## src/core/fdcmd_pkg.sv

```systemverilog
// shared constants, types and register map of the floppy command decoder
package fdcmd_pkg;
    // ------------------------------------------------------------------
    // timing
    // ------------------------------------------------------------------
    localparam int CLK_FREQ_MHZ = 10;
    localparam int STEP_TIME_US = 3000;
    localparam int STEP_CYCLES = STEP_TIME_US * CLK_FREQ_MHZ;
    localparam logic [6:0] MAX_RECAL_STEPS = 7'h4F;

    // ------------------------------------------------------------------
    // register indices, taken from address bits 5:2
    // ------------------------------------------------------------------
    localparam logic [3:0] IDX_PIN_MON_A = 4'h0;
    localparam logic [3:0] IDX_PIN_MON_B = 4'h1;
    localparam logic [3:0] IDX_MOTOR_SEL = 4'h2;
    localparam logic [3:0] IDX_TAPE_ASSIGN = 4'h3;
    localparam logic [3:0] IDX_MAIN_STATUS = 4'h4;
    localparam logic [3:0] IDX_CMD_DATA = 4'h5;
    localparam logic [3:0] IDX_INPUT_PINS = 4'h7;
    localparam logic [3:0] IDX_MODE_CTRL = 4'h8;
    localparam logic [3:0] IDX_IRQ_STATUS = 4'h9;
    localparam logic [3:0] IDX_IRQ_MASK = 4'hA;

    // ------------------------------------------------------------------
    // command codes and field values
    // ------------------------------------------------------------------
    localparam logic [7:0] CMD_SPECIFY = 8'h03;
    localparam logic [7:0] CMD_SENSE_DRIVE = 8'h04;
    localparam logic [7:0] CMD_RECAL = 8'h07;
    localparam logic [7:0] CMD_SENSE_INT = 8'h08;
    localparam logic [7:0] CMD_DUMPREG = 8'h0E;
    localparam logic [7:0] CMD_SEEK = 8'h0F;
    localparam logic [7:0] CMD_PERP = 8'h12;
    localparam logic [7:0] CMD_CONFIGURE = 8'h13;
    localparam logic [6:0] CMD_LOCK_LOW = 7'h14;
    localparam logic [7:0] ST0_INVALID = 8'h80;
    localparam logic [7:0] CFG_RESET = 8'h20;
    localparam logic [7:0] PRETRACK_VALUE_RESET = 8'h00;
    localparam logic [7:0] DUMP_SC_EOT = 8'h00;
    localparam logic [3:0] RES_DUMP_LEN = 4'hA;
    localparam int RES_DEPTH = 10;
    localparam int IRQ_SEEK_DONE = 0;
    localparam int IRQ_RESULT = 1;
    localparam int IRQ_INVALID = 2;
    localparam int RATE_SW_RESET = 7;

    // ------------------------------------------------------------------
    // types
    // ------------------------------------------------------------------
    typedef enum logic [2:0] {FDCMD_IDLE, FDCMD_PARAM, FDCMD_DISPATCH, FDCMD_EXEC,
        FDCMD_RESULT} fdcmd_state_t;

    typedef struct packed {
        logic track_zero_n;
        logic write_prot_n;
        logic index_n;
        logic second_drive_absent;
    } fdcmd_drv_in_t;

    typedef struct packed {
        logic step;
        logic dir_inward;
        logic head_select;
        logic [1:0] drive_sel;
        logic [3:0] motor_on;
    } fdcmd_drv_out_t;
endpackage

```

## src/core/fdcmd_core.sv

```systemverilog
// floppy command decoder, register map and head positioner on avalon-mm
// Contract
// - recalibrate steps selected drive to track 0, interrupts
// - sense interrupt returns status zero, then cylinder
// - seek takes head/drive byte, new cylinder; no result
// - dump registers returns ten settings bytes
// - sense drive status returns status three byte
// - unknown code: no operation, idle, result 80H
// - registers decoded at fixed offsets; pin monitor at zero
// - pin monitor bits depend on compatibility mode
// - first mode bit 7 shows interrupt output
// - first mode bit 6 zero with second drive
// - first mode bit 6 one without second drive
// - byte buffer disabled after reset until configure
`timescale 1ns/1ns
module fdcmd_core
    import fdcmd_pkg::*;
#(
    parameter int STEP_PERIOD = STEP_CYCLES
)(
    input wire logic clk_sys,
    input wire logic arst_n,
    input wire logic [5:0] avs_address,
    input wire logic avs_read,
    input wire logic avs_write,
    input wire logic [31:0] avs_writedata,
    output logic [31:0] avs_readdata,
    output logic avs_waitrequest,
    input wire fdcmd_drv_in_t drv_in,
    output fdcmd_drv_out_t drv_out,
    output logic [1:0] data_rate,
    output logic fdc_int,
    output logic irq
);
    localparam logic [15:0] STEP_LAST = 16'(STEP_PERIOD - 1);

    // ------------------------------------------------------------------
    // bus slave: one wait cycle, effect at the edge waitrequest is low
    // ------------------------------------------------------------------
    logic ack, next_ack;
    logic [7:0] rdata, next_rdata;
    logic req, acc, wr_acc, rd_acc;
    logic [3:0] idx;
    logic [7:0] wbyte;
    logic [7:0] pin_mon_a, pin_mon_b, main_stat;

    // command engine state
    fdcmd_state_t state, next_state;
    logic [7:0] opcode, next_opcode;
    logic [1:0] pcnt, next_pcnt, need;
    logic [7:0] prm [3];
    logic [7:0] next_prm [3];
    logic [7:0] res [RES_DEPTH];
    logic [7:0] next_res [RES_DEPTH];
    logic [3:0] res_len, next_res_len, res_idx, next_res_idx;
    logic [7:0] present_cylinder [4];
    logic [7:0] next_pcn [4];
    logic [7:0] st0_hold, next_st0_hold, target, next_target;
    logic [1:0] cur_drv, next_cur_drv;
    logic recal, next_recal, next_fdc_int;
    logic [6:0] recal_cnt, next_recal_cnt;
    logic [15:0] step_cnt, next_step_cnt;
    logic step, next_step, dir_in, next_dir_in, head, next_head;
    logic [7:0] srt_hut, next_srt_hut, hlt_nd, next_hlt_nd;
    logic [5:0] perp, next_perp;
    logic lock, next_lock;
    logic [7:0] cfg, next_cfg, pretrack_value, next_pretrack_value;
    logic [7:0] motor_sel, next_motor_sel;
    logic [1:0] tape_sel, next_tape_sel, next_data_rate;
    logic mode_b, next_mode_b;
    logic [2:0] irq_status, next_irq_status, irq_mask, next_irq_mask, irq_set;
    logic step_tick;

    assign req = avs_read || avs_write;
    assign avs_waitrequest = req && !ack;
    assign acc = req && ack;
    assign wr_acc = acc && avs_write;
    assign rd_acc = acc && avs_read;
    assign idx = avs_address[5:2];
    assign wbyte = avs_writedata[7:0];
    assign avs_readdata = {24'h000000, rdata};
    assign irq = |(irq_status & irq_mask);
    assign step_tick = (step_cnt == STEP_LAST);
    assign drv_out = '{step: step, dir_inward: dir_in, head_select: head,
        drive_sel: motor_sel[1:0], motor_on: motor_sel[7:4]};

    // pin monitor views; second layout inverts most pin senses
    always_comb
    begin
        if (!mode_b)
        begin
            pin_mon_a = {fdc_int, drv_in.second_drive_absent, step,
                drv_in.track_zero_n, head, !drv_in.index_n, drv_in.write_prot_n, dir_in};
            pin_mon_b = {2'b11, motor_sel[0], 3'b000, motor_sel[5:4]};
        end
        else
        begin
            pin_mon_a = {fdc_int, 1'b0, step, !drv_in.track_zero_n, !head,
                drv_in.index_n, !drv_in.write_prot_n, !dir_in};
            pin_mon_b = {drv_in.second_drive_absent, motor_sel[1:0] != 2'h1,
                motor_sel[1:0] != 2'h0, 3'b000, motor_sel[1:0] != 2'h3,
                motor_sel[1:0] != 2'h2};
        end
        main_stat = {state != FDCMD_EXEC && state != FDCMD_DISPATCH,
            state == FDCMD_RESULT, 1'b0, state != FDCMD_IDLE,
            (state == FDCMD_EXEC) ? 4'(4'h1 << cur_drv) : 4'h0};
    end

    always_comb
    begin
        next_ack = req && !ack;
        next_rdata = rdata;
        if (req && !ack && avs_read)
        begin
            if (idx == IDX_PIN_MON_A)
                next_rdata = pin_mon_a;
            else if (idx == IDX_PIN_MON_B)
                next_rdata = pin_mon_b;
            else if (idx == IDX_TAPE_ASSIGN)
                next_rdata = {6'h00, tape_sel};
            else if (idx == IDX_MAIN_STATUS)
                next_rdata = main_stat;
            else if (idx == IDX_CMD_DATA)
                next_rdata = (state == FDCMD_RESULT) ? res[res_idx] : 8'h00;
            else if (idx == IDX_MODE_CTRL)
                next_rdata = {7'h00, mode_b};
            else if (idx == IDX_IRQ_STATUS)
                next_rdata = {5'h00, irq_status};
            else if (idx == IDX_IRQ_MASK)
                next_rdata = {5'h00, irq_mask};
            else
                next_rdata = 8'h00;
        end
    end

    always_ff @(posedge clk_sys or negedge arst_n)
    begin
        if (!arst_n)
        begin
            ack <= 1'b0;
            rdata <= 8'h00;
        end
        else
        begin
            ack <= next_ack;
            rdata <= next_rdata;
        end
    end

    // ------------------------------------------------------------------
    // command engine
    // ------------------------------------------------------------------
    always_comb
    begin
        case (opcode)
            CMD_SPECIFY: need = 2'd2;
            CMD_SENSE_DRIVE: need = 2'd1;
            CMD_RECAL: need = 2'd1;
            CMD_SEEK: need = 2'd2;
            CMD_PERP: need = 2'd1;
            CMD_CONFIGURE: need = 2'd3;
            default: need = 2'd0;
        endcase
    end

    always_comb
    begin
        next_state = state;
        next_opcode = opcode;
        next_pcnt = pcnt;
        next_prm = prm;
        next_res = res;
        next_res_len = res_len;
        next_res_idx = res_idx;
        next_pcn = present_cylinder;
        next_st0_hold = st0_hold;
        next_target = target;
        next_cur_drv = cur_drv;
        next_recal = recal;
        next_recal_cnt = recal_cnt;
        next_fdc_int = fdc_int;
        next_step_cnt = step_tick ? 16'h0000 : 16'(step_cnt + 16'h0001);
        next_step = 1'b0;
        next_dir_in = dir_in;
        next_head = head;
        next_srt_hut = srt_hut;
        next_hlt_nd = hlt_nd;
        next_perp = perp;
        next_lock = lock;
        next_cfg = cfg;
        next_pretrack_value = pretrack_value;
        next_motor_sel = motor_sel;
        next_tape_sel = tape_sel;
        next_data_rate = data_rate;
        next_mode_b = mode_b;
        next_irq_mask = irq_mask;
        irq_set = 3'b000;

        case (state)
            FDCMD_IDLE:
                if (wr_acc && idx == IDX_CMD_DATA)
                begin
                    next_opcode = wbyte;
                    next_pcnt = 2'd0;
                    next_state = FDCMD_PARAM;
                end
            FDCMD_PARAM:
                if (pcnt == need)
                    next_state = FDCMD_DISPATCH;
                else if (wr_acc && idx == IDX_CMD_DATA)
                begin
                    next_prm[pcnt] = wbyte;
                    next_pcnt = 2'(pcnt + 2'd1);
                end
            FDCMD_DISPATCH:
            begin
                next_state = FDCMD_IDLE;
                next_res_idx = 4'h0;
                if (opcode == CMD_SPECIFY)
                begin
                    next_srt_hut = prm[0];
                    next_hlt_nd = prm[1];
                end
                else if (opcode == CMD_SENSE_DRIVE)
                begin
                    next_res[0] = {1'b0, !drv_in.write_prot_n, 1'b1,
                        !drv_in.track_zero_n, 1'b1, prm[0][2:0]};
                    next_res_len = 4'h1;
                    next_state = FDCMD_RESULT;
                end
                else if (opcode == CMD_RECAL || opcode == CMD_SEEK)
                begin
                    next_cur_drv = prm[0][1:0];
                    next_head = (opcode == CMD_SEEK) && prm[0][2];
                    next_target = (opcode == CMD_SEEK) ? prm[1] : 8'h00;
                    next_recal = (opcode == CMD_RECAL);
                    next_recal_cnt = 7'h00;
                    next_state = FDCMD_EXEC;
                end
                else if (opcode == CMD_SENSE_INT)
                begin
                    if (fdc_int)
                    begin
                        next_res[0] = st0_hold;
                        next_res[1] = present_cylinder[st0_hold[1:0]];
                        next_res_len = 4'h2;
                        next_fdc_int = 1'b0;
                    end
                    else
                    begin
                        next_res[0] = ST0_INVALID;
                        next_res_len = 4'h1;
                    end
                    next_state = FDCMD_RESULT;
                end
                else if (opcode == CMD_DUMPREG)
                begin
                    for (int i = 0; i < 4; i++)
                        next_res[i] = present_cylinder[i];
                    next_res[4] = srt_hut;
                    next_res[5] = hlt_nd;
                    next_res[6] = DUMP_SC_EOT;
                    next_res[7] = {lock, 1'b0, perp};
                    next_res[8] = cfg;
                    next_res[9] = pretrack_value;
                    next_res_len = RES_DUMP_LEN;
                    next_state = FDCMD_RESULT;
                end
                else if (opcode == CMD_PERP)
                    next_perp = prm[0][5:0];
                else if (opcode == CMD_CONFIGURE)
                begin
                    next_cfg = {1'b0, prm[1][6:0]};
                    next_pretrack_value = prm[2];
                end
                else if (opcode[6:0] == CMD_LOCK_LOW)
                begin
                    next_lock = opcode[7];
                    next_res[0] = {3'b000, opcode[7], 4'h0};
                    next_res_len = 4'h1;
                    next_state = FDCMD_RESULT;
                end
                else
                begin
                    next_res[0] = ST0_INVALID;
                    next_res_len = 4'h1;
                    irq_set[IRQ_INVALID] = 1'b1;
                    next_state = FDCMD_RESULT;
                end
                if (next_state == FDCMD_RESULT)
                    irq_set[IRQ_RESULT] = 1'b1;
            end
            FDCMD_EXEC:
                if (step_tick)
                begin
                    // recal trusts the track zero pin, seek trusts the count
                    if (recal ? !drv_in.track_zero_n : present_cylinder[cur_drv] == target)
                    begin
                        next_pcn[cur_drv] = target;
                        next_st0_hold = {3'b001, 1'b0, 1'b0, head, cur_drv};
                        next_fdc_int = 1'b1;
                        irq_set[IRQ_SEEK_DONE] = 1'b1;
                        next_state = FDCMD_IDLE;
                    end
                    else if (recal && recal_cnt == MAX_RECAL_STEPS)
                    begin
                        next_st0_hold = {3'b011, 1'b1, 1'b0, head, cur_drv};
                        next_fdc_int = 1'b1;
                        irq_set[IRQ_SEEK_DONE] = 1'b1;
                        next_state = FDCMD_IDLE;
                    end
                    else
                    begin
                        next_step = 1'b1;
                        next_recal_cnt = 7'(recal_cnt + 7'h01);
                        next_dir_in = !recal && target > present_cylinder[cur_drv];
                        if (!recal)
                            next_pcn[cur_drv] = next_dir_in ? 8'(present_cylinder[cur_drv] + 8'h01)
                                : 8'(present_cylinder[cur_drv] - 8'h01);
                    end
                end
            FDCMD_RESULT:
                if (rd_acc && idx == IDX_CMD_DATA)
                begin
                    next_res_idx = 4'(res_idx + 4'h1);
                    if (res_idx == 4'(res_len - 4'h1))
                        next_state = FDCMD_IDLE;
                end
            default:
                next_state = FDCMD_IDLE;
        endcase

        if (wr_acc)
        begin
            if (idx == IDX_MOTOR_SEL)
                next_motor_sel = wbyte;
            else if (idx == IDX_TAPE_ASSIGN)
                next_tape_sel = wbyte[1:0];
            else if (idx == IDX_MAIN_STATUS || idx == IDX_INPUT_PINS)
                next_data_rate = wbyte[1:0];
            else if (idx == IDX_MODE_CTRL)
                next_mode_b = wbyte[0];
            else if (idx == IDX_IRQ_MASK)
                next_irq_mask = wbyte[2:0];
        end
        // software reset aborts the engine but keeps stored settings
        if (wr_acc && idx == IDX_MAIN_STATUS && wbyte[RATE_SW_RESET])
        begin
            next_state = FDCMD_IDLE;
            next_fdc_int = 1'b0;
        end
        // a new event wins over a write-one clear in the same cycle
        next_irq_status = irq_status | irq_set;
        if (wr_acc && idx == IDX_IRQ_STATUS)
            next_irq_status = (irq_status & ~wbyte[2:0]) | irq_set;
    end

    always_ff @(posedge clk_sys or negedge arst_n)
    begin
        if (!arst_n)
        begin
            state <= FDCMD_IDLE;
            opcode <= 8'h00;
            pcnt <= 2'd0;
            prm <= '{default: 8'h00};
            res <= '{default: 8'h00};
            res_len <= 4'h0;
            res_idx <= 4'h0;
            present_cylinder <= '{default: 8'h00};
            st0_hold <= 8'h00;
            target <= 8'h00;
            cur_drv <= 2'h0;
            recal <= 1'b0;
            recal_cnt <= 7'h00;
            fdc_int <= 1'b0;
            step_cnt <= 16'h0000;
            step <= 1'b0;
            dir_in <= 1'b0;
            head <= 1'b0;
            srt_hut <= 8'h00;
            hlt_nd <= 8'h00;
            perp <= 6'h00;
            lock <= 1'b0;
            cfg <= CFG_RESET;
            pretrack_value <= PRETRACK_VALUE_RESET;
            motor_sel <= 8'h00;
            tape_sel <= 2'h0;
            data_rate <= 2'h0;
            mode_b <= 1'b0;
            irq_status <= 3'b000;
            irq_mask <= 3'b000;
        end
        else
        begin
            state <= next_state;
            opcode <= next_opcode;
            pcnt <= next_pcnt;
            prm <= next_prm;
            res <= next_res;
            res_len <= next_res_len;
            res_idx <= next_res_idx;
            present_cylinder <= next_pcn;
            st0_hold <= next_st0_hold;
            target <= next_target;
            cur_drv <= next_cur_drv;
            recal <= next_recal;
            recal_cnt <= next_recal_cnt;
            fdc_int <= next_fdc_int;
            step_cnt <= next_step_cnt;
            step <= next_step;
            dir_in <= next_dir_in;
            head <= next_head;
            srt_hut <= next_srt_hut;
            hlt_nd <= next_hlt_nd;
            perp <= next_perp;
            lock <= next_lock;
            cfg <= next_cfg;
            pretrack_value <= next_pretrack_value;
            motor_sel <= next_motor_sel;
            tape_sel <= next_tape_sel;
            data_rate <= next_data_rate;
            mode_b <= next_mode_b;
            irq_status <= next_irq_status;
            irq_mask <= next_irq_mask;
        end
    end
endmodule

```

## config.mk

```make
export PLATFORM = sky130hd
export DESIGN_NAME = fdcmd_core
export DESIGN_NICKNAME = d
export VERILOG_FILES = /design/src/core/fdcmd_pkg.sv /design/src/core/fdcmd_core.sv
export SDC_FILE = /design/constraint.sdc
export NUM_CORES = 1
export LEC_CHECK = 0
export ABC_CLOCK_PERIOD_IN_PS = 5000
export BUFFER_PORTS_ARGS = -buffer_cell sky130_fd_sc_hd__buf_2
export CAP_MARGIN = 20
export CORE_ASPECT_RATIO = 1.1
export CORE_MARGIN = 2
export CORE_UTILIZATION = 32
export DETAILED_ROUTE_END_ITERATION = 10
export REMOVE_ABC_BUFFERS = 1
export SYNTH_ARGS = -nofsm -noshare
export SYNTH_HDL_FRONTEND = slang
export SYNTH_SLANG_ARGS = --single-unit
```

## constraint.sdc

```tcl
create_clock -name clk_sys -period 5 [get_ports clk_sys]
set_input_delay 1 -clock clk_sys [delete_from_list [all_inputs] [get_ports clk_sys]]
set_output_delay 1 -clock clk_sys [all_outputs]
set_load 0.1 [all_outputs]
```

Word level (Yosys, flattened, before mapping)
Cells that the tools add are included.

word-level totals
  input port bits = 46
  output and inout bits = 46
  flip-flop bits (word level) = 259
  bits in read-only memories = 0
  memory bits (writable) = 0
  memories kept = 0
  latch bits = 0

operators by class
  equality and inequality tests = 59
  add/subtract/negate cells = 7
  shift-type cells = 1
  mux-type cells = 114
  multiply operators = 0
  divide/modulo/power cells = 0
  bitwise operators = 23
  reduce and logical (&&, ||, !) cells = 62
  $lt $le $gt $ge = 7

operator list
  operator                                                                 number
  8-bit two-way mux                                                        26
  32-bit two-way mux                                                       3
  80-bit two-way mux                                                       1
  72-bit two-way mux                                                       1
  32-bit bitwise mux                                                       2
  64-bit two-way mux                                                       1
  3-bit two-way mux                                                        20
  7-bit two-way mux                                                        7
  8-bit binary-select mux with 2-bit select                                2
  8-bit binary-select mux with 4-bit select                                1
  8-bit demux with 2-bit select                                            2
  16-bit two-way mux                                                       2
  4-bit two-way mux                                                        8
  2-bit inequality test, second input constant                             14
  1-bit two-way mux                                                        26
  24-bit bitwise mux                                                       1
  8-bit by 4-bit equality test with 1-bit output, second input constant    3
  6-bit AND reduction                                                      4
  7-bit AND reduction                                                      3
  4-bit AND reduction                                                      5
  3-bit inequality test, second input constant                             6
  16-bit by 1-bit adder with 16-bit output, second input constant          1
  16-bit by 15-bit equality test with 1-bit output, second input constant  1
  8-bit by 3-bit equality test with 1-bit output, second input constant    2
  other kinds (57)                                                         131

Longest topological paths before layout
  depth after elaboration = 14
  mapped depth = 17
  mapped depth without buffers = 15

Worst setup path before layout
OpenSTA, ideal clock, no wires.

  kind = register to register
  from = register cur_drv[0]
  to = register present_cylinder[22] (netlist bit)
  cell stages (with the launch flop) = 18
  slack = 0.856 ns
  arrival time = 4.066 ns
  cells stage by stage = dfrtp_1 > buf_2 > buf_1 > mux4_2 > inv_1 > ha_1 > o21ai_0 > a21oi_1 > o221ai_1 > inv_1 > fa_1 > nor2b_1 > o21ai_0 > a21boi_0 > o21a_1 > nor3_1 > o31a_1 > a21oi_1

between the ends
  longest elaborated chain between the ends = 11
  elaborated cells between the ends (all ways) = 24
  classes of those cells = 2 x add/sub; 3 x order compare; 3 x eq/ne; 12 x mux; 1 x bitwise; 3 x reduce/logical

RTL lines
  what                                                   line               RTL
  start: declaration                                     fdcmd_core.sv:59   logic [1:0] cur_drv, next_cur_drv;
  start signal: assignment                               fdcmd_core.sv:405  cur_drv <= next_cur_drv;
  2-bit NOT with 3-bit output (*)                        -
  8-bit binary-select mux with 2-bit select              -
  8-bit two-way mux (implied by the code) (2 in series)  -
  8-bit > comparator                                     fdcmd_core.sv:316  next_dir_in = !recal && target > present_cylinder[cur_drv];
  1-bit logical AND                                      fdcmd_core.sv:316
  8-bit two-way mux                                      fdcmd_core.sv:318  next_pcn[cur_drv] = next_dir_in ? 8'(present_cylinder[cur_drv] + 8'h01)
  32-bit bitwise mux                                     fdcmd_core.sv:318
  32-bit two-way mux                                     fdcmd_core.sv:317  if (!recal)
  32-bit two-way mux                                     fdcmd_core.sv:305  else if (recal && recal_cnt == MAX_RECAL_STEPS)
  32-bit two-way mux                                     fdcmd_core.sv:297  if (recal ? !drv_in.track_zero_n : present_cylinder[cur_drv] == target)
  end signal: assignment                                 fdcmd_core.sv:402  present_cylinder <= next_pcn;
  end: declaration                                       fdcmd_core.sv:56   logic [7:0] present_cylinder [4];

Every way passes the cells marked *; elsewhere a longest branch is shown, timed or not. The select of a mux whose other input is x is not followed.
A chain may end at the register's enable or synchronous reset.

Worst setup path in the final report
  from = register cur_drv[0]
  to = register present_cylinder[31] (netlist bit)

Same word-level chain as after synthesis.

==> flow_summary.json <==
{
  "syn_inst": 1132,
  "hold_violations": 0,
  "cts-root-buf": "clkbuf_16",
  "synth-async-reset-ratio_pct": 100.0,
  "grtUsageMet1_pct": 21.54,
  "die_x_um": 194.3,
  "io_buffers": 41,
  "p_leak_nw": 6.495,
  "setup_viol": 0,
  "met2_usage_pct": 26.64,
  "synth.largest_area_cell": "dfrtp_1",
  "finish.utilization_pct": 36.33,
  "r2r_start": "cur_drv[0]",
  "grtUsageMet3_pct": 2.622,
  "post-cts-setup-buffers": 0,
  "drtIter0Drc": 656,
  "worstPathArrival_ns": 4.84,
  "status": "complete, but fails checks",
  "power_density_nw_per_um2": 402.5,
  "routedWlPerCell_um": 19.78,
  "fin_nets": 1223,
  "fillCellCount": 3828,
  "cp-startpoint": "cur_drv[0]",
  "relSlewSlack_pct": 27.91,
  "min_from": "st0_hold[5]",
  "clk_pin_slew_ns": 0.06,
  "fmax_ghz": 0.2275,
  "design.core.area_um2": 39270,
  "ys.flop_type": "dfrtp_1",
  "synth-adder-area-share_pct": 2.219,
  "top_usage_layer": "met2",
  "finalSetupTns_ns": 0,
  "drc": 4,
  "synth_top_area_share_pct": 49.47,
  "max_cap_viol_count": 0,
  "grt_use_total_pct": 15.93,
  "final_cell_mix": "dfrtp_1, nand2_1, mux2_2",
  "ir_drop_uv": 235.7,
  "syn_area_per_cell_um2": 11.26,
  "synth_cell_types": 74,
  "grt_pass1_vias": 8684,
  "rsz0062_at_grt": "false",
  "violations": "DRC",
  "synth_top_family_by_area": "multiplexers",
  "synth_mux_area_share_pct": 18.88,
  "crit_chain": "mux4_2, ha_1, and4_1, a21oi_1, o221ai_1, buf_4, ha_1, a21o_1, a211oi_1, a211oi_1, a211oi_1, xnor2_1, nand2b_1, a31oi_1",
  "gp_congestion": 0.8958,
  "fin_crit_sh_pct": 87.92,
  "rows": 76,
  "crit_fanout": 17,
  "cts_resized": 0,
  "netlist_area_um2": 12750,
  "synthXorXnorAreaFrac_pct": 2.189,
  "seq_area_frac_synth_pct": 49.68,
  "synth_compound_area_share_pct": 9.699,
  "yosys_warnings": 0,
  "cts_buffers": 28,
  "cts_buffer_depth": 3,
  "synth_edf_count": 0,
  "cts_sinks": 253,
  "end_kind": "flop",
  "hp-class": "flop to flop",
  "io_pins": 92,
  "clock_skew_ns": 0.01803,
  "reg2reg_depth": 14,
  "cp_common_cell": "a211oi_1",
  "overflow": 0,
  "vias": 8812,
  "synthTopCellsByArea": "dfrtp_1, mux2_2, mux4_2, nand2_1, o21ai_0",
  "startpoint_type": "flop",
  "fp.dieArea_um2": 41450,
  "antenna_cells": 0,
  "antenna_found_initial": 0,
  "ant_nets": 0,
  "syn2layout_area_growth_pct": 11.94,
  "grt_max_degree": 108,
  "fp.dieH_um": 213.3,
  "final_common_cell": "dfrtp_1",
  "viasPerCell": 5.245,
  "min_path_cells": 1,
  "routed_wl_mm": 33.22,
  "initial_utilization_pct": 32.46,
  "critical-path-slowest-cell": "dfrtp_1",
  "grt_pass1_wl_mm": 51.49,
  "synth_simple_gate_area_share_pct": 12.78,
  "tritoncts": "done",
  "insertion_delay_ns": 0.54,
  "period_needed_ns": 4.396,
  "dp_hpwl_mm": 23.01,
  "max_stage_delay_ns": 0.94,
  "worstSetupPathType": "flop to flop",
  "htree_levels": 1,
  "final_max_slew_viol_count": 0,
  "drive_gt1_share_pct": 24.21,
  "worst-slew-pin-transition_ns": 1.078,
  "crit_required_ns": 5.45,
  "dr.pass1.iters": 10,
  "hold_buffers": 0,
  "synth_seq_cells": 253
}
critical path, delay by kind of cell, from the launching register on:
family / cells / cell delay (ns)
buf+inv: 1 / 0.24
simple gates: 2 / 0.32
mux: 1 / 0.68
xor+xnor: 1 / 0.15
compound gates: 7 / 1.45
fa+ha+maj: 2 / 0.51
flops: 1 / 0.94
power breakdown:
group | switching (mW) | leakage, nW | internal [mW] | total, mW
Sequential | 0.240 | 3.44 | 2.18 | 2.42
Clock | 0.820 | 0.450 | 1.20 | 2.02
Combinational | 0.910 | 2.61 | 0.389 | 1.30
Total | 1.97 | 6.50 | 3.77 | 5.74
final cells by class:
cell class | instances | area [um2] | area share [%]
multi-input cells | 789 | 5934 | 41.59
clock buffers | 40 | 837.1 | 5.867
flip-flops and latches | 253 | 6332 | 44.38
clock inverters | 8 | 71.32 | 0.4999
repair buffers | 54 | 349.1 | 2.447
well taps | 507 | 634.4 | 4.446
inverters | 29 | 108.9 | 0.7630
through the flow:
step	setup slack, ns	cells	power, mW	hold WS, ns	instance area [um2]
3_5_place_dp	0.6183	1629	3.735	0.4625	13330
3_3_place_gp	0.6747	1629	3.714	0.4580	13330
6_report	0.6042	1680	5.743	0.4780	14270
4_1_cts	0.5793	1677	5.774	0.4784	14230
5_1_grt	0.2878	1680	5.977	0.4942	14270
2_1_floorplan	0.9856	1071	3.304	0.4386	12360
flip-flops by register name, indices dropped and copies added, names as in the netlist, 16 cells and up:
name,count
res,70
prm,24
present_cylinder,32
step_cnt,16
logic make-up after synthesis:
group / Yosys count
AOI/OAI and AO/OA: 198
xor gates and xnor gates: 31
adders and majority gates: 22
buffers and inverters: 113
other: 1
and+or+nand+nor: 330
DFF: 253
muxes: 184
synthesized netlist by cell type (all sizes together), types with 3 or more instances:
cell type,n
nor2b,13
and3,9
xor2,18
clkbuf,33
a221oi,5
xnor2,13
nand2,127
and4,7
o21ai,75
nor2,74
a31oi,9
mux2i,21
o221ai,3
nand4,18
buf,51
a22oi,13
a21oi,41
nor4,9
a222oi,4
nand2b,7
and2,6
nor3b,3
inv,29
a21o,4
o211ai,5
a211oi,6
nand3,33
o21a,4
ha,21
mux4,24
nor3,14
o22ai,5
dfrtp,252
o31a,3
mux2,139
layer usage:
layer / vias up / part of all wire [%]
li1: 4067 / -
met1: 4458 / 45
met2: 238 / 47
met3: 49 / 5.3
met4: 0 / 2.5
met5: - / 0
final timing paths:
path                                             end  slack [ns]
worst min-delay path                     st0_hold[5]        0.48
min in group asynchronous                 srt_hut[5]        0.50
max in group asynchronous                    res[46]        3.34
worst min register to register           st0_hold[5]        0.48
worst max register to register  present_cylinder[31]        0.60
worst max-delay path            present_cylinder[31]        0.60
Power figures use the tool's default switching activity.
